## src/hw/usc_pkg.sv

```systemverilog
// Constants shared by the universal serial control block.
// Assumes a single 125 MHz system clock and an 8-bit register port.
// Operation
// - Overflow interrupt enable plus pending flag and global enable raise the interrupt at once.
// - Wire mode zero leaves all three pins as plain port pins.
// - Three-wire mode drives the data output pin from the latch, direction bit still rules.
// - Three-wire mode leaves data-in and clock pins as port pins; masters toggle the clock.
// - Two-wire data pin is open drain, pulled low when latch or port bit is zero.
// - Two-wire clock pin is pulled low by port bit zero or a pending start flag.
// - Two-wire mode turns both bus pull-ups off; inputs stay unchanged.
// - Wire mode three also holds the clock low while the overflow flag is set.
// - Inputs clock and feed the shifter in every wire mode.
// - External clock moves the output latch on the opposite edge; internal clocks pass it through.
// - Clock source zero clocks on the software strobe only; source one on timer-zero match.
// - External clock shifts on rising or falling edge; counter counts both edges or toggles.
// - Software strobe shifts once and counts once, output changing in that cycle.
// - With external clock the strobe bit selects toggle strobes as counter clock.
// - Strobe and toggle bits always read as zero.
// - Writing the toggle bit inverts the clock pin port bit whatever its direction.
// - External clock with strobe select set makes each toggle write count once.
// - Overflow flag sets on wrap from fifteen to zero and clears by writing one.
// - Two-wire start condition sets the start flag, cleared only by writing one.
// - The data output comes through the latch from the shift register top bit.
package usc_pkg;
   // ---------------------------------------------------------------------------
   // Register map
   // ---------------------------------------------------------------------------
   localparam int         ADDR_W     = 4;
   localparam logic [3:0] A_CTRL     = 4'h0;
   localparam logic [3:0] A_STATUS   = 4'h1;
   localparam logic [3:0] A_DATA     = 4'h2;
   localparam logic [3:0] A_PORT     = 4'h3;
   localparam logic [3:0] A_DIR      = 4'h4;
   localparam logic [3:0] A_PIN      = 4'h5;
   // ---------------------------------------------------------------------------
   // Control register fields
   // ---------------------------------------------------------------------------
   localparam int B_START_IE = 7;
   localparam int B_OVF_IE   = 6;
   localparam int B_WM_HI    = 5;
   localparam int B_WM_LO    = 4;
   localparam int B_CS_HI    = 3;
   localparam int B_CS_LO    = 2;
   localparam int B_STROBE   = 1;
   localparam int B_TOGGLE   = 0;
   // ---------------------------------------------------------------------------
   // Status register fields
   // ---------------------------------------------------------------------------
   localparam int B_START_F  = 7;
   localparam int B_OVF_F    = 6;
   localparam int B_CNT_HI   = 3;
   // ---------------------------------------------------------------------------
   // Wire modes, clock sources, pin indices, reset values
   // ---------------------------------------------------------------------------
   localparam logic [1:0] WM_OFF     = 2'h0;
   localparam logic [1:0] WM_THREE   = 2'h1;
   localparam logic [1:0] WM_TWO_HLD = 2'h3;
   localparam logic [1:0] CS_SOFT    = 2'h0;
   localparam logic [1:0] CS_TIMER   = 2'h1;
   localparam int         NPINS      = 3;
   localparam int         P_DI       = 0;
   localparam int         P_DO       = 1;
   localparam int         P_SCK      = 2;
   localparam logic [7:0] RST_BYTE   = 8'h00;
   localparam logic [2:0] RST_PINS   = 3'h0;
   localparam logic [3:0] CNT_MAX    = 4'hf;
endpackage : usc_pkg

```

## src/hw/usc_pin_sync.sv

```systemverilog
// Two-stage synchroniser for pin inputs, with one extra stage for edge finding.
// Assumes the pins change with no relation to the system clock.
`timescale 1ns/1ps
module usc_pin_sync #(
   parameter int W = 3
) (
   input  wire logic         i_sys_clk,
   input  wire logic         i_rst,
   input  wire logic [W-1:0] i_async,
   output logic      [W-1:0] o_sync,
   output logic      [W-1:0] o_prev
);
   typedef struct packed {
      logic [W-1:0] s1;
      logic [W-1:0] s2;
      logic [W-1:0] s3;
   } usc_sync_t;

   usc_sync_t st;
   usc_sync_t next_st;

   always_comb begin
      next_st    = st;
      next_st.s1 = i_async;
      next_st.s2 = st.s1;
      next_st.s3 = st.s2;
   end

   always_ff @(posedge i_sys_clk) begin
      if (i_rst) begin
         st <= '0;
      end else begin
         st <= next_st;
      end
   end

   assign o_sync = st.s2;
   assign o_prev = st.s3;
endmodule : usc_pin_sync

```

## src/hw/usc_serial_ctrl.sv

```systemverilog
// Control logic of the universal serial interface: wire modes, clock select, pin drivers.
// Assumes a register port on the system clock and pins from outside that clock's domain.
//
// Added by the designer: strobed register access and the register addresses.
`timescale 1ns/1ps
module usc_serial_ctrl (
   input  wire logic                       i_sys_clk,
   input  wire logic                       i_rst,
   input  wire logic [usc_pkg::ADDR_W-1:0] i_addr,
   input  wire logic [7:0]                 i_wdata,
   input  wire logic                       i_wr,
   input  wire logic                       i_rd,
   output logic      [7:0]                 o_rdata,
   input  wire logic                       i_timer_zero_match,
   input  wire logic                       i_global_irq_enable,
   output logic                            o_overflow_irq,
   input  wire logic [usc_pkg::NPINS-1:0]  i_pin,
   output logic      [usc_pkg::NPINS-1:0]  o_pin_out,
   output logic      [usc_pkg::NPINS-1:0]  o_pin_oe,
   output logic      [usc_pkg::NPINS-1:0]  o_pin_pullup
);
   import usc_pkg::*;

   // ---------------------------------------------------------------------------
   // State
   // ---------------------------------------------------------------------------
   typedef struct packed {
      logic             start_ie;
      logic             ovf_ie;
      logic [1:0]       wm;
      logic [1:0]       cs;
      logic             clk_sel;
      logic [NPINS-1:0] port;
      logic [NPINS-1:0] ddr;
      logic             start_flag;
      logic             ovf_flag;
      logic             do_latch;
      logic [7:0]       rdata;
   } usc_ctl_t;

   usc_ctl_t st;
   usc_ctl_t next_st;

   logic [NPINS-1:0] pin_s;
   logic [NPINS-1:0] pin_p;
   logic [7:0]       data;
   logic [3:0]       cnt;
   logic             ovf_pulse;
   logic             wr_ctrl;
   logic             wr_status;
   logic             wr_data;
   logic             sck_rise;
   logic             sck_fall;
   logic             sda_fall;
   logic             two_wire;
   logic             ext_clk;
   logic             sw_strobe;
   logic             toggle;
   logic             toggle_cnt;
   logic             shift_en;
   logic             cnt_en;
   logic             sample_edge;
   logic             latch_edge;
   logic             latch_out;
   logic             start_evt;
   logic             scl_hold;

   // ---------------------------------------------------------------------------
   // Pin synchronisers and the shifter
   // ---------------------------------------------------------------------------
   usc_pin_sync #(
      .W (NPINS)
   ) u_sync (
      .i_sys_clk (i_sys_clk),
      .i_rst     (i_rst),
      .i_async   (i_pin),
      .o_sync    (pin_s),
      .o_prev    (pin_p)
   );

   usc_shift_counter u_shift (
      .i_sys_clk    (i_sys_clk),
      .i_rst        (i_rst),
      .i_shift      (shift_en),
      .i_count      (cnt_en),
      .i_serial_in  (pin_s[P_DI]),
      .i_data_wr    (wr_data),
      .i_data_wdata (i_wdata),
      .i_cnt_wr     (wr_status),
      .i_cnt_wdata  (i_wdata[B_CNT_HI:0]),
      .o_data       (data),
      .o_count      (cnt),
      .o_overflow   (ovf_pulse)
   );

   // ---------------------------------------------------------------------------
   // Clock selection
   // ---------------------------------------------------------------------------
   assign wr_ctrl   = i_wr & (i_addr == A_CTRL);
   assign wr_status = i_wr & (i_addr == A_STATUS);
   assign wr_data   = i_wr & (i_addr == A_DATA);
   assign sck_rise  = pin_s[P_SCK] & ~pin_p[P_SCK];
   assign sck_fall  = ~pin_s[P_SCK] & pin_p[P_SCK];
   assign sda_fall  = ~pin_s[P_DI] & pin_p[P_DI];
   assign two_wire  = st.wm[1];
   assign ext_clk   = st.cs[1];

   // Strobe and toggle act only on the write cycle; the strobe bit is stored only as clk_sel when an external clock is written.
   assign sw_strobe  = wr_ctrl & i_wdata[B_STROBE] & (i_wdata[B_CS_HI:B_CS_LO] == CS_SOFT);
   assign toggle     = wr_ctrl & i_wdata[B_TOGGLE];
   assign toggle_cnt = toggle & i_wdata[B_CS_HI] & i_wdata[B_STROBE];

   // Inputs feed the shifter whatever the wire mode.
   assign sample_edge = st.cs[0] ? sck_fall : sck_rise;
   assign latch_edge  = st.cs[0] ? sck_rise : sck_fall;

   // A strobe acts with the clock source written beside it, so changing source and strobing at once is not lost.
   always_comb begin
      shift_en = sw_strobe;
      cnt_en   = sw_strobe | toggle_cnt;
      unique case (st.cs)
         CS_SOFT: begin
            shift_en = sw_strobe;
         end
         CS_TIMER: begin
            shift_en = sw_strobe | i_timer_zero_match;
            cnt_en   = sw_strobe | toggle_cnt | i_timer_zero_match;
         end
         default: begin
            shift_en = sw_strobe | sample_edge;
            cnt_en   = sw_strobe | toggle_cnt | (~st.clk_sel & (sck_rise | sck_fall));
         end
      endcase
   end

   // Internal clocks see the top bit at once; external clock sees the latch.
   assign latch_out = ext_clk ? st.do_latch : data[7];

   // Start condition in two-wire mode, any clock edge otherwise.
   assign start_evt = two_wire ? (sda_fall & pin_s[P_SCK]) : (sck_rise | sck_fall);
   assign scl_hold  = st.start_flag | ((st.wm == WM_TWO_HLD) & st.ovf_flag);

   // ---------------------------------------------------------------------------
   // Register updates
   // ---------------------------------------------------------------------------
   always_comb begin
      next_st = st;
      if (wr_ctrl) begin
         next_st.start_ie = i_wdata[B_START_IE];
         next_st.ovf_ie   = i_wdata[B_OVF_IE];
         next_st.wm       = i_wdata[B_WM_HI:B_WM_LO];
         next_st.cs       = i_wdata[B_CS_HI:B_CS_LO];
         next_st.clk_sel  = i_wdata[B_CS_HI] & i_wdata[B_STROBE];
      end
      if (i_wr && (i_addr == A_PORT)) begin
         next_st.port = i_wdata[NPINS-1:0];
      end
      if (i_wr && (i_addr == A_DIR)) begin
         next_st.ddr = i_wdata[NPINS-1:0];
      end
      if (toggle) begin
         next_st.port[P_SCK] = ~st.port[P_SCK];
      end
      // Hardware set wins over a software clear in the same cycle.
      if (wr_status && i_wdata[B_OVF_F]) begin
         next_st.ovf_flag = 1'b0;
      end
      if (ovf_pulse) begin
         next_st.ovf_flag = 1'b1;
      end
      if (wr_status && i_wdata[B_START_F]) begin
         next_st.start_flag = 1'b0;
      end
      if (start_evt && (st.wm != WM_OFF || !two_wire)) begin
         next_st.start_flag = 1'b1;
      end
      if (ext_clk && latch_edge) begin
         next_st.do_latch = data[7];
      end
      next_st.rdata = 8'h00;
      if (i_rd) begin
         unique case (i_addr)
            A_CTRL: begin
               next_st.rdata = {st.start_ie, st.ovf_ie, st.wm, st.cs, 2'b00};
            end
            A_STATUS: begin
               next_st.rdata = {st.start_flag, st.ovf_flag, 2'b00, cnt};
            end
            A_DATA: begin
               next_st.rdata = data;
            end
            A_PORT: begin
               next_st.rdata = {5'h00, st.port};
            end
            A_DIR: begin
               next_st.rdata = {5'h00, st.ddr};
            end
            A_PIN: begin
               next_st.rdata = {5'h00, pin_s};
            end
            default: begin
               next_st.rdata = 8'h00;
            end
         endcase
      end
   end

   always_ff @(posedge i_sys_clk) begin
      if (i_rst) begin
         st <= '0;
      end else begin
         st <= next_st;
      end
   end

   // ---------------------------------------------------------------------------
   // Pin drivers
   // ---------------------------------------------------------------------------
   always_comb begin
      o_pin_out    = st.port;
      o_pin_oe     = st.ddr;
      o_pin_pullup = ~st.ddr & st.port;
      if (st.wm == WM_THREE) begin
         o_pin_out[P_DO] = latch_out;
      end else if (two_wire) begin
         o_pin_out[P_DI]    = 1'b0;
         o_pin_out[P_SCK]   = 1'b0;
         o_pin_oe[P_DI]     = st.ddr[P_DI] & (~latch_out | ~st.port[P_DI]);
         o_pin_oe[P_SCK]    = st.ddr[P_SCK] & (~st.port[P_SCK] | scl_hold);
         o_pin_pullup[P_DI]  = 1'b0;
         o_pin_pullup[P_SCK] = 1'b0;
      end
   end

   assign o_overflow_irq = st.ovf_ie & st.ovf_flag & i_global_irq_enable;
   assign o_rdata        = st.rdata;
endmodule : usc_serial_ctrl

```

## src/hw/usc_shift_counter.sv

```systemverilog
// Eight-bit left shift register with a four-bit counter beside it.
// Assumes one-cycle enables from the control logic on the same clock.
`timescale 1ns/1ps
module usc_shift_counter (
   input  wire logic       i_sys_clk,
   input  wire logic       i_rst,
   input  wire logic       i_shift,
   input  wire logic       i_count,
   input  wire logic       i_serial_in,
   input  wire logic       i_data_wr,
   input  wire logic [7:0] i_data_wdata,
   input  wire logic       i_cnt_wr,
   input  wire logic [3:0] i_cnt_wdata,
   output logic      [7:0] o_data,
   output logic      [3:0] o_count,
   output logic            o_overflow
);
   import usc_pkg::*;

   typedef struct packed {
      logic [7:0] data;
      logic [3:0] cnt;
   } usc_sc_t;

   usc_sc_t st;
   usc_sc_t next_st;

   always_comb begin
      next_st = st;
      // A write in the same cycle as a shift keeps the written value.
      if (i_data_wr) begin
         next_st.data = i_data_wdata;
      end else if (i_shift) begin
         next_st.data = {st.data[6:0], i_serial_in};
      end
      if (i_cnt_wr) begin
         next_st.cnt = i_cnt_wdata;
      end else if (i_count) begin
         next_st.cnt = st.cnt + 4'h1;
      end
   end

   always_ff @(posedge i_sys_clk) begin
      if (i_rst) begin
         st <= '0;
      end else begin
         st <= next_st;
      end
   end

   assign o_data     = st.data;
   assign o_count    = st.cnt;
   assign o_overflow = i_count & ~i_cnt_wr & (st.cnt == CNT_MAX);
endmodule : usc_shift_counter

```

## config.mk

```make
export PLATFORM = sky130hd
export DESIGN_NAME = usc_serial_ctrl
export DESIGN_NICKNAME = d
export VERILOG_FILES = /design/src/hw/usc_pkg.sv /design/src/hw/usc_pin_sync.sv /design/src/hw/usc_serial_ctrl.sv /design/src/hw/usc_shift_counter.sv
export SDC_FILE = /design/constraint.sdc
export NUM_CORES = 1
export LEC_CHECK = 0
export BUFFER_PORTS_ARGS = -buffer_cell sky130_fd_sc_hd__buf_2
export CORE_UTILIZATION = 40
export DETAILED_ROUTE_END_ITERATION = 8
export GPL_TIMING_DRIVEN = 0
export SYNTH_ARGS = -nofsm -noshare
export SYNTH_HDL_FRONTEND = slang
export SYNTH_SLANG_ARGS = --single-unit
```

## constraint.sdc

```tcl
create_clock -name i_sys_clk -period 4.2 [get_ports i_sys_clk]
set_input_delay 0.42 -clock i_sys_clk [delete_from_list [all_inputs] [get_ports i_sys_clk]]
set_output_delay 0.42 -clock i_sys_clk [all_outputs]
set_load 0.1 [all_outputs]
```

### After elaboration in Yosys (flattened, before gate mapping)

Cells that the tools add are included.

| cells by class | value |
|---|---|
| multipliers | 0 |
| add/subtract/negate cells | 1 |
| magnitude comparators | 0 |
| shifts and indexed selects | 0 |
| multiplexer cells | 30 |
| bitwise gates (word level) | 41 |
| eq/ne operators | 9 |
| reduce and logical (&&, ||, !) cells | 18 |
| divide/modulo/power cells | 0 |

Operators by type and width:

| operator | count |
|---|---|
| case mux 8 bit (6 select lines) | 1 |
| 2-to-1 mux 1 bit | 22 |
| AND 1 bit | 21 |
| 2-to-1 mux 8 bit | 2 |
| nonzero test 2 bit | 6 |
| NOT 1 bit | 9 |
| OR 1 bit | 9 |
| equality test 4 x 2 -> 1 bit, second input constant | 2 |
| equality test 4 x 3 -> 1 bit, second input constant | 2 |
| 2-to-1 mux 4 bit | 2 |
| logical AND 1 bit | 6 |
| adder 4 x 1 -> 4 bit, second input constant | 1 |
| equality test 2 x 1 -> 1 bit, second input constant | 2 |
| equality test 4 x 1 -> 1 bit, second input constant | 1 |
| equality test 4 bit, second input constant | 1 |
| logical NOT 2 bit | 2 |
| logical NOT 4 bit | 1 |
| case mux 1 bit (2 select lines) | 2 |
| AND 3 bit | 1 |
| 2-to-1 mux 3 bit | 1 |
| NOT 3 bit | 1 |
| equality test 2 bit, second input constant | 1 |
| OR reduction 2 bit | 1 |
| logical NOT 1 bit | 1 |
| logical OR 1 bit | 1 |

| word-level totals | value |
|---|---|
| memory bits (writable) | 0 |
| memories kept | 0 |
| latch bits | 0 |
| flip-flop bits (word level) | 45 |
| input port bits | 21 |
| ROM bits | 0 |
| logic and storage cells | 116 |
| output and inout port bits | 18 |

### Longest topological paths before layout

Gate-level depths: netlist of the first run.

| depth | value |
|---|---|
| word-level depth | 11 |
| gate-level depth with buffers | 8 |
| gate-level depth less buffers | 7 |

### Cells and area by module

From an unflattened synthesis of the first run, not the netlist that was laid out.

| second synthesis, totals | value |
|---|---|
| cells, all modules | 264 |
| area total of the unflattened synthesis | 2,372.3 µm² |

By module, submodules not included:

| module | cells each | sequential area each (µm²) | area each (µm²) | times used |
|---|---|---|---|---|
| usc_serial_ctrl | 183 | 480.5 | 1,482.7 | 1 |
| usc_shift_counter | 60 | 240.2 | 630.6 | 1 |
| usc_pin_sync | 21 | 180.2 | 259.0 | 1 |

### Least setup slack after synthesis of the first run

Ideal clock, no wire load.

| timing path | value |
|---|---|
| path type | register to output |
| start point | reg st[21] (netlist bit) |
| end point | out o_pin_pullup[2] (netlist bit) |
| buffers on the path | 1 |
| path slack | 487 ps |
| required time | 3,780 ps |
| stages on the path, launching flop included | 4 |
| arrival time | 3,293 ps |
| path through | dfxtp_1 clkbuf_1 nor2b_1 nor2b_1 |

| between the ends | value |
|---|---|
| cells in the longest elaborated chain, start to end | 2 |
| elaborated cells on any way between the ends | 3 |
| classes of those cells | 1 x eq/ne; 2 x mux |

Ends and longest elaborated chain:

| element | RTL line | RTL |
|---|---|---|
| from (decl) | usc_serial_ctrl.sv:41 | `usc_ctl_t st;` |
| from (signal assigned) | usc_serial_ctrl.sv:212 | `st <= next_st;` |
| equality test 2 x 1 -> 1 bit / 2-to-1 mux 1 bit (equally long branches) | usc_serial_ctrl.sv:223, usc_serial_ctrl.sv:225 |  |
| 2-to-1 mux 1 bit * | usc_serial_ctrl.sv:223 | `if (st.wm == WM_THREE) begin` |
| to (decl) | usc_serial_ctrl.sv:20 | `output logic [usc_pkg::NPINS-1:0] o_pin_pullup` |

Mark *: on every way between the ends. The rest lies on a longest branch, timed or not.

### Worst setup path in the final report of the first run

| timing path | value |
|---|---|
| start point | reg st (netlist bit ext_clk) |
| end point | out o_pin_oe[0] (netlist bit) |

| between the ends | value |
|---|---|
| cells in the longest elaborated chain, start to end | 6 |

Ends and longest elaborated chain:

| element | RTL line | RTL |
|---|---|---|
| 2-to-1 mux 1 bit | usc_serial_ctrl.sv:137 | `assign latch_out = ext_clk ? st.do_latch : data[7];` |
| NOT 1 bit | usc_serial_ctrl.sv:228 | `o_pin_oe[P_DI] = st.ddr[P_DI] & (~latch_out \| ~st.port[P_DI]);` |
| OR 1 bit | usc_serial_ctrl.sv:228 |  |
| AND 1 bit | usc_serial_ctrl.sv:228 |  |
| 2-to-1 mux 1 bit | usc_serial_ctrl.sv:225 | `end else if (two_wire) begin` |
| 2-to-1 mux 1 bit | usc_serial_ctrl.sv:223 |  |
| to (decl) | usc_serial_ctrl.sv:19 | `output logic [usc_pkg::NPINS-1:0] o_pin_oe,` |

Every way passes these cells.

==> reports/results.tsv, run 1 <==
stage	metric	value	unit
finish	final_util	49.49	%
critical_path	worstSetupPathType	flop to output port	
critical_path	cpPeakStageDelay	0.47	ns
cts	post_cts_buffers	0	
sta	period_share	52.36	%
synth	syn_area	2181	um2
finish	num_antenna_cells	0	
critical_path	end_kind	output port	
finish	regArea	880.8	um2
critical_path	rr_startpoint	u_sync.o_sync[2]$_SDFF_PP0_	
critical_path	cp_max_fo	8	
sta	slew_headroom	57.42	%
global_route	antenna_found_initial	0	
critical_path	cp.required	3.78	ns
power	clkPwrFrac	38.4	%
sta	finClkSkew	0.01267	ns
synth	ys_ff_latch	44	
floorplanning	die_area	5752	um2
floorplanning	die_x	75.84	um
synth	avgSynthCellArea	8.829	um2
finish	area_delta_synth_final	17.38	%
power	power	0.8408	mW
cts	cts_sinks	44	
status	status	completed	
synth	synth_seq_area_share	40.39	%
power	combPwrFrac	10.0	%
power	p_int	0.6319	mW
cts	insertion_delay	0.30	ns
route	drtPass1Iterations	4	
sta	tightest_slew	0.6386	ns
global_route	grt_max_degree	15	
global_route	gr-usage-met1	26.64	%
route	vias	1888	
cts	cts_root_buf	clkbuf_8	
sta	setup_viol	0	
sta	clock.fmax	454.7	MHz
cts	cts_buffers	5	
synth	synth_cell_types	38	
critical_path	cp_top_family	flip-flops	
worst_hold_path	hp-class	input port to flop	
cts	clkTransAtPathRegs	0.08	ns
global_route	use_met2	33.63	%
route	drcViolationCount	0	
critical_path	slowest_stage	dfxtp_1	
finish	layout.cells.non_filler	361	
critical_path	critPathArrivalTime	1.78	ns
sta	slew_violations	0	
global_route	grt_pass1_wl	8424	um
power	seqPwrFrac	51.5	%
route	ant_nets	0	
power	sw_frac_of_total	24.85	%
sta	rsz0062_at_grt	false	
cts	cts_tree	yes	
critical_path	crit_path_end	o_pin_oe[0]	
finish	finalNetCount	314	
place	place_area	2449	um2
sta	final.min_clock_period	2.199	ns
route	routed_wl	5261	um
critical_path	cp-startpoint	ext_clk$_SDFFE_PP0N_	
route	wl_per_cell	14.57	um
sta	fin_tns_setup	0	ns
cts	clockBufferDepth	2	
critical_path	r2r-end	u_shift.o_count[2]$_SDFFE_PP0P_	
critical_path	reg2reg_depth	6	
global_route	grt_pass1_vias	1654	
sta	hold_ws	0.3279	ns
global_route	globalRouteMet3Util	3.307	%
finish	drive_gt1_share	22.34	%
job	drv_cap	0	
finish	fillers	523	
place	dp_slack	2.023	ns
critical_path	crit_path_start_kind	flop	
floorplanning	start_util	42.16	%
floorplanning	die_h	75.84	um
synth	syn-num-nets	271	
power	p_leak	1.035	nW
global_route	grt_use_total	20.27	%
finish	multiInputGateArea	1140	um2
floorplanning	rows	26	
cts	ctsHtreeMaxLevel	2	
critical_path	path_depth	3	
synth	yosysTopAreaCell	dfxtp_1	
place	place.gp.congestion	0.8243	
critical_path	worst-path-buf-inv	1	
floorplanning	core_area	5172	um2
synth	yosysWarnings	0	
route	drt_iter0_markers	82	
global_route	gr-total-overflow	0	
sta	worst_slack	2.001	ns
cts	cts.hold.buffers_added	0	
route	post_drt_via_cell_ratio	5.230	
power	switching_power	0.2090	mW
place	dp_cells	353	
floorplanning	ios	39	
global_route	busiest_layer	met2	
critical_path	crit_chain	mux2_2 -> a31oi_1 -> buf_2	
finish	final_cell_area	2560	um2
power	max-vdd-ir-drop	0.1828	mV
place	dp_hpwl	3855	um
power	power.density	328.5	nW/um2
synth	synth_area_leaders	dfxtp_1 40%, mux2i_1 10%, nor2_1 5.9%, a311oi_1 4.0%, nor2b_1 4.0%	
synth	synth_top_area_share	40.39	%
synth	synthCells	247	
place	portBuffers	36	
sta	finalHoldViolations	0	
critical_path	r2r_slack	2.27	ns
cts	cts_resized	0	
-- flip-flops by register name (all words and copies together) (netlist names) --
signal / count
u_shift.o_count: 4
u_sync.next_st: 3
o_pin_oe: 1
u_shift.o_data: 8
u_sync.o_prev: 2
u_sync.o_sync: 3
o_rdata: 8
ext_clk: 1
st: 14
-- cell usage after synthesis (all sizes together) --
cell      n
dfxtp    44
nor2     34
mux2i    22
nand2    20
nand3    16
buf      15
nor2b    14
a21oi    11
a311oi   10
clkbuf    7
inv       7
o21ai     6
and2      4
mux2      4
nor3b     4
or3       4
ha        3
nand3b    3
o22ai     3
a31oi     2
nand2b    2
nand4b    2
nor3      2
a211oi    1
a2bb2oi   1
and3      1
and4bb    1
mux4      1
o211ai    1
o21a      1
or4       1
-- how the worst min path moves through the flow --
stage / slack (ns) / to / start / cells past startpoint
after floorplan: 0.41 / u_sync.o_sync[0]$_SDFF_PP0_ / u_sync.next_st[3]$_SDFF_PP0_ / 1
after global placement: 0.42 / u_sync.o_sync[2]$_SDFF_PP0_ / u_sync.next_st[5]$_SDFF_PP0_ / 1
after detailed placement: 0.42 / u_sync.o_sync[1]$_SDFF_PP0_ / u_sync.next_st[4]$_SDFF_PP0_ / 1
after CTS: 0.31 / u_sync.next_st[5]$_SDFF_PP0_ / i_pin[2] / 2
after global routing: 0.32 / u_sync.next_st[5]$_SDFF_PP0_ / i_pin[2] / 2
final: 0.33 / u_sync.next_st[5]$_SDFF_PP0_ / i_pin[2] / 2
-- area by class of cell --
cell class	count	area share [%]
multi-input combinational	174	44.53
sequential	44	34.41
timing repair buffer	36	7.038
buffer	22	5.230
tap	70	3.421
clock buffer	5	2.688
clock inverter	3	1.662
inverter	7	1.026
-- cell usage in the layout, fill, tap and decap left out, types with 2 or more instances in the layout --
master    synthesis  routed
or3_1             4       4
mux2_2            3       3
inv_1             7       7
buf_2             2      38
nand3_1          16      16
o21ai_0           6       6
buf_4             9       9
a311oi_1         10      10
nor2b_1          14      14
buf_1             2       2
ha_1              3       3
mux2i_1          22      22
nand2b_1          2       2
a21oi_1          11      11
and2_1            4       4
nor2_1           34      34
buf_6             2       2
clkbuf_8          0       5
nor3_1            2       2
clkbuf_1          7       7
dfxtp_1          44      44
nand2_1          20      20
nand3b_1          3       3
nand4b_1          2       2
nor3b_2           2       2
o22ai_1           3       3
-- power groups by stage --
stage                     Combinational, mW  Sequential (mW)  Clock (mW)
after global placement               0.0838            0.443           0
final                                0.0844            0.433       0.323
after CTS                            0.0845            0.433       0.334
after floorplan                      0.0555            0.440           0
after global routing                 0.0920            0.434       0.351
after detailed placement             0.0843            0.443           0
-- cells by family (layout without fill, tap and decap cells) --
logic type | Yosys count | count (layout) | synth area share, %
muxes | 27 | 27 | 13.37
buffers and inverters | 29 | 73 | 7.344
and+or+nand+nor | 108 | 108 | 25.70
AOI/OAI and AO/OA | 36 | 36 | 11.47
adders and majority gates | 3 | 3 | 1.721
DFF | 44 | 44 | 40.39
-- routing by layer --
metal	wire, um	up-vias
met1	2435	896
met3	228	4
met5	0	-
met4	53	0
met2	2544	50
li1	-	938
No activity file was read; power rests on OpenSTA's default activity.
==> inputs of run 2 (changes only) <==
==> constraint.sdc (replaced) <==
create_clock -name i_sys_clk -period 2.1 [get_ports i_sys_clk]
set_input_delay 0.21 -clock i_sys_clk [delete_from_list [all_inputs] [get_ports i_sys_clk]]
set_output_delay 0.21 -clock i_sys_clk [all_outputs]
set_load 0.1 [all_outputs]
==> run 2 against run 1 <==
First-iteration DRC count is 20% higher. Global-route usage is 0.084 points higher. Largest power group unchanged. Utilization is 0.39 points higher.
==> reports/results.tsv, run 2 (same netlist as run 1, synthesis figures left out) <==
stage	metric	value	unit	change
floorplanning	ios	39		unchanged
finish	drive_gt1_share	23.79	%	was 22.34%
route	drcViolationCount	0		unchanged
finish	largest_register_ffs	14		unchanged
job	drv_cap	0		unchanged
global_route	grt_max_degree	15		unchanged
place	dp_hpwl	3922	um	was 3855 um
finish	final_cell_area	2580	um2	was 2560 um2
sta	setup_viol	0		unchanged
global_route	antenna_found_initial	0		unchanged
critical_path	cpPeakStageDelay	0.48	ns	was 0.47 ns
place	dp_cells	353		unchanged
sta	slew_headroom	56.26	%	was 57.42%
global_route	busiest_layer	met2		unchanged
cts	cts.hold.buffers_added	0		unchanged
global_route	grt_use_total	20.35	%	was 20.27%
finish	area_delta_synth_final	18.30	%	was 17.38%
critical_path	crit_path_start_kind	flop		unchanged
route	drt_iter0_markers	98		was 82
global_route	use_met2	31.27	%	was 33.63%
sta	clock.fmax	498.4	MHz	
place	place_area	2462	um2	was 2449 um2
cts	cts_root_buf	clkbuf_8		unchanged
sta	period_share	95.55	%	
critical_path	reg2reg_depth	6		unchanged
cts	ctsHtreeMaxLevel	2		unchanged
cts	post_cts_buffers	0		unchanged
finish	regArea	880.8	um2	unchanged
power	power.density	667.5	nW/um2	was 328.5 nW/um2
cts	insertion_delay	0.29	ns	was 0.30 ns
cts	clkTransAtPathRegs	0.09	ns	was 0.08 ns
finish	multiInputGateArea	1154	um2	was 1140 um2
critical_path	cp_max_fo	8		unchanged
sta	final.min_clock_period	2.007	ns	
sta	tightest_slew	0.6561	ns	was 0.6386 ns
critical_path	cp.required	1.89	ns	was 3.78 ns
global_route	gr-usage-met1	28.78	%	was 26.64%
floorplanning	rows	26		unchanged
route	ant_nets	0		unchanged
critical_path	end_kind	output port		unchanged
floorplanning	start_util	42.16	%	unchanged
sta	rsz0062_at_grt	false		unchanged
critical_path	critPathArrivalTime	1.80	ns	was 1.78 ns
finish	layout.cells.non_filler	360		was 361
sta	slew_violations	0		unchanged
cts	cts_buffers	5		unchanged
critical_path	worstSetupPathType	flop to output port		unchanged
floorplanning	die_h	75.84	um	unchanged
cts	cts_tree	yes		unchanged
floorplanning	die_x	75.84	um	unchanged
finish	final_cell_mix	44 x dfxtp_1, 38 x buf_2, 34 x nor2_1		unchanged
route	routed_wl	5335	um	was 5261 um
route	wl_per_cell	14.82	um	was 14.57 um
sta	hold_ws	0.1242	ns	was 0.3279 ns
finish	fillers	492		was 523
finish	finalNetCount	313		was 314
status	status	completed		unchanged
finish	num_antenna_cells	0		unchanged
sta	finalHoldViolations	0		unchanged
worst_hold_path	min_path_cells	2		unchanged
global_route	grt_pass1_vias	1643		was 1654
cts	clockBufferDepth	2		unchanged
cts	cts_sinks	44		unchanged
sta	finClkSkew	0.009773	ns	was 0.01267 ns
finish	final_common_cell	dfxtp_1		unchanged
route	drtPass1Iterations	4		unchanged
finish	top_register	st		unchanged
route	post_drt_via_cell_ratio	5.094		was 5.230
cts	cts_resized	0		unchanged
global_route	grt_pass1_wl	8487	um	was 8424 um
floorplanning	die_area	5752	um2	unchanged
power	p_leak	1.041	nW	was 1.035 nW
place	place.gp.congestion	0.8412		was 0.8243
power	max-vdd-ir-drop	0.3272	mV	was 0.1828 mV
worst_hold_path	hp-class	input port to flop		unchanged
place	portBuffers	36		unchanged
global_route	globalRouteMet3Util	3.042	%	was 3.307%
global_route	gr-total-overflow	0		unchanged
route	vias	1834		was 1888
critical_path	crit_chain	mux2_2 -> a31oi_2 -> buf_2		was mux2_2 -> a31oi_1 -> buf_2
critical_path	slowest_stage	dfxtp_1		unchanged
floorplanning	core_area	5172	um2	unchanged
run 2: cell types whose count changed in the layout (fill, tap and decap cells not counted):
cell / before / now
nor2b_1: 14 / 11
nor2b_2: 0 / 3
a31oi_1: 1 / 0
a31oi_2: 0 / 1
clkbuf_1: 7 / 6
clkbuf_8: 5 / 6
clkinv_2: 1 / 0
clkinv_4: 0 / 1
clkinvlp_4: 1 / 0
run 2: final timing paths:
path,start,endpoint,slack (ns)
worst max-delay path,ext_clk$_SDFFE_PP0N_,o_pin_oe[0],0.09
worst min-delay path,i_pin[0],u_sync.next_st[3]$_SDFF_PP0_,0.12
worst max register to register,u_sync.o_sync[2]$_SDFF_PP0_,u_shift.o_count[3]$_SDFFE_PP0P_,0.17
worst min register to register,u_sync.next_st[5]$_SDFF_PP0_,u_sync.o_sync[2]$_SDFF_PP0_,0.44
run 2: per-stage QoR:
step / power (mW) / worst slack [ns] / setup TNS [ns] / utilization [%]
floorplan: 0.9927 / -0.4193 / -0.7161 / -
global placement: 1.054 / 0.1711 / 0 / 47.61
detailed placement: 1.055 / 0.1531 / 0 / 47.61
CTS: 1.736 / 0.04401 / 0 / 49.95
global route: 1.782 / 0.008194 / 0 / 49.88
finish: 1.722 / 0.09343 / 0 / 49.88
run 2: layout make-up:
class | count | area share [%]
well taps | 70 | 3.395
repair buffers | 36 | 6.984
plain buffers | 21 | 5.044
flip-flops and latches | 44 | 34.14
inverters | 7 | 1.018
multi-input cells | 174 | 44.71
clock buffers | 6 | 3.201
clock inverters | 2 | 1.503
run 2: where the power goes:
group | switching, mW | total, mW | internal, mW
clock network | 0.297 | 0.686 | 0.389
logic | 0.109 | 0.169 | 0.0598
registers | 0.0153 | 0.867 | 0.852
total | 0.421 | 1.72 | 1.30
run 2: critical path, delay by kind of cell (launching register included):
family                 cells  cell delay, ns
flip-flops                 1            0.48
buffers and inverters      1            0.44
multiplexers               1            0.41
AO/OA/AOI/OAI              1            0.17
run 2: routing by layer:
metal  wire, um  vias up  share of wire, %
met2       2490       62                47
met1       2504      830                47
met3        283        7               5.3
met4         57        0               1.1
met5          0        -                 0
li1           -      935                 -
==> inputs of run 3 (changes only) <==
--- a/config.mk
+++ b/config.mk
@@ -6,9 +6,9 @@
 export NUM_CORES = 1
 export LEC_CHECK = 0
 export BUFFER_PORTS_ARGS = -buffer_cell sky130_fd_sc_hd__buf_2
+export CORE_MARGIN = 3
 export CORE_UTILIZATION = 40
 export DETAILED_ROUTE_END_ITERATION = 8
-export GPL_TIMING_DRIVEN = 0
 export SYNTH_ARGS = -nofsm -noshare
 export SYNTH_HDL_FRONTEND = slang
 export SYNTH_SLANG_ARGS = --single-unit
==> run 3 against run 2 <==
Worst setup slack better by 0.012 ns. Die area is 11% higher. Clock power is 5.2% lower. Power is 2.1% lower. Sequential cell count stayed put. Final cell count is 3.1% lower. Global-route usage is 2.6 points lower. Cell area is 2.6% lower. Largest cell class unchanged.
==> reports/results.tsv, run 3 (same netlist as run 1, synthesis figures left out) <==
stage	metric	value	unit	change
worst_hold_path	hp-class	input port to flop		unchanged
floorplanning	core_area	5205	um2	was 5172 um2
power	sw_frac_of_total	24.95	%	was 24.45%
place	portBuffers	38		was 36
route	drtPass1Iterations	4		unchanged
power	p_int	1.265	mW	was 1.301 mW
critical_path	worstSetupPathType	flop to output port		unchanged
cts	clkTransAtPathRegs	0.09	ns	about the same
power	max-vdd-ir-drop	0.4311	mV	was 0.3272 mV
sta	final.min_clock_period	1.995	ns	was 2.007 ns
critical_path	cp.required	1.89	ns	about the same
power	p_leak	1.001	nW	was 1.041 nW
sta	clock.fmax	501.4	MHz	was 498.4 MHz
finish	fillers	508		was 492
sta	finClkSkew	0.008976	ns	was 0.009773 ns
finish	final_cell_mix	44 x dfxtp_1, 37 x buf_2, 34 x nor2_1		was 44 x dfxtp_1, 38 x buf_2, 34 x nor2_1
sta	tightest_slew	0.4857	ns	was 0.6561 ns
cts	clockBufferDepth	2		unchanged
critical_path	crit_path_start_kind	flop		unchanged
floorplanning	ios	39		unchanged
route	drt_iter0_markers	101		was 98
route	drcViolationCount	0		unchanged
power	switching_power	0.4206	mW	was 0.4210 mW
cts	cts_root_buf	clkbuf_8		unchanged
cts	insertion_delay	0.30	ns	was 0.29 ns
global_route	grt_pass1_vias	1735		was 1643
critical_path	critPathArrivalTime	1.78	ns	was 1.80 ns
finish	final_cell_area	2512	um2	was 2580 um2
critical_path	cpPeakStageDelay	0.49	ns	was 0.48 ns
global_route	grt_use_total	17.72	%	was 20.35%
sta	period_share	94.98	%	was 95.55%
power	seqPwrFrac	51.4	%	was 50.4%
cts	cts.hold.buffers_added	0		unchanged
critical_path	crit_chain	mux2_2 -> mux2_1 -> buf_2		was mux2_2 -> a31oi_2 -> buf_2
sta	fin_tns_setup	0	ns	unchanged
sta	slew_headroom	67.84	%	was 56.26%
cts	cts_sinks	44		unchanged
floorplanning	die_h	79.84	um	was 75.84 um
finish	layout.cells.non_filler	349		was 360
global_route	grt_pass1_wl	8673	um	was 8487 um
finish	top_register	st		unchanged
power	power.density	671.0	nW/um2	was 667.5 nW/um2
floorplanning	die_area	6374	um2	was 5752 um2
power	combPwrFrac	10.0	%	was 9.8%
route	vias	1841		was 1834
status	status	completed		unchanged
place	place.gp.congestion	0.8788		was 0.8412
route	wl_per_cell	15.31	um	was 14.82 um
cts	cts_tree	yes		unchanged
finish	area_delta_synth_final	15.20	%	was 18.30%
finish	final_common_cell	dfxtp_1		unchanged
finish	final_util	48.27	%	was 49.88%
floorplanning	die_x	79.84	um	was 75.84 um
finish	drive_gt1_share	23.66	%	was 23.79%
place	dp_hpwl	3891	um	was 3922 um
sta	setup_viol	0		unchanged
place	place_area	2399	um2	was 2462 um2
floorplanning	rows	26		unchanged
job	drv_cap	0		unchanged
finish	regArea	880.8	um2	unchanged
critical_path	cp_max_fo	8		unchanged
critical_path	slowest_stage	dfxtp_1		unchanged
cts	cts_buffers	5		unchanged
global_route	antenna_found_initial	0		unchanged
finish	multiInputGateArea	1154	um2	unchanged
finish	largest_register_ffs	14		unchanged
sta	rsz0062_at_grt	false		unchanged
finish	num_antenna_cells	0		unchanged
route	ant_nets	0		unchanged
critical_path	end_kind	output port		unchanged
finish	finalNetCount	302		was 313
global_route	grt_max_degree	17		was 15
sta	slew_violations	0		unchanged
route	routed_wl	5342	um	was 5335 um
place	dp_cells	341		was 353
cts	ctsHtreeMaxLevel	2		unchanged
route	post_drt_via_cell_ratio	5.275		was 5.094
sta	finalHoldViolations	0		unchanged
power	clkPwrFrac	38.6	%	was 39.8%
cts	post_cts_buffers	0		unchanged
floorplanning	start_util	41.90	%	was 42.16%
global_route	gr-total-overflow	0		unchanged
## run 3: cell count changes in the layout (fill, tap and decap cells not counted)
cell,change
buf_1,-2
buf_2,-1
buf_4,-1
buf_6,-2
clkbuf_1,-6
clkbuf_4,+1
clkbuf_8,-1
clkinv_2,+1
clkinv_4,-1
clkinvlp_4,+1
## run 3: through the flow
stage | hold WS (ns) | setup slack, ns | total power, mW
detailed placement | 0.4217 | 0.2827 | 1.055
global placement | 0.4168 | 0.3160 | 1.053
CTS | 0.1107 | 0.07999 | 1.697
floorplan | 0.3382 | -0.4193 | 0.9927
global route | 0.1243 | 0.04293 | 1.747
finish | 0.1173 | 0.1054 | 1.686
## run 3: layout make-up
type                    instances  share of cell area [%]
multi-input cells             174                   45.92
flip-flops and latches         44                   35.06
repair buffers                 46                   10.06
well taps                      70                   3.486
clock buffers                   5                   2.739
clock inverters                 3                   1.693
inverters                       7                   1.046
## run 3: per-layer routing
layer  routed length, um  GRT usage [%]  vias up
li1                    -              -      920
met2                2557          29.30       48
met3                 264          3.725        6
met1                2463          23.19      867
met5                   0              0        -
met4                  57          5.236        0
## run 3: repair_timing
item	4_1_cts	5_1_grt
endpoints found under the setup margin	0	1
resized for setup	0	1
hold endpoints to repair	0	0
## run 3: power groups by stage
stage	logic, mW	registers (mW)	clock network [mW]
floorplan	0.112	0.881	0
global placement	0.167	0.886	0
detailed placement	0.168	0.887	0
CTS	0.169	0.867	0.661
global route	0.185	0.869	0.692
finish	0.168	0.867	0.650
## run 3: worst paths after layout
| path | startpoint | end | slack [ns] | cells past startpoint |
|---|---|---|---|---|
| max | ext_clk$_SDFFE_PP0N_ | o_pin_out[1] | 0.11 | 3 |
| min | i_pin[2] | u_sync.next_st[5]$_SDFF_PP0_ | 0.12 | 2 |
| max reg2reg | u_sync.o_sync[2]$_SDFF_PP0_ | u_shift.o_count[3]$_SDFFE_PP0P_ | 0.28 | 6 |
| min reg2reg | u_sync.next_st[3]$_SDFF_PP0_ | u_sync.o_sync[0]$_SDFF_PP0_ | 0.44 | 1 |
## run 3: worst max-delay path: cells and delay by family (launching register included)
| family | cells | cell delay, ns |
|---|---|---|
| buffers and inverters | 1 | 0.29 |
| muxes | 2 | 0.69 |
| DFF | 1 | 0.49 |
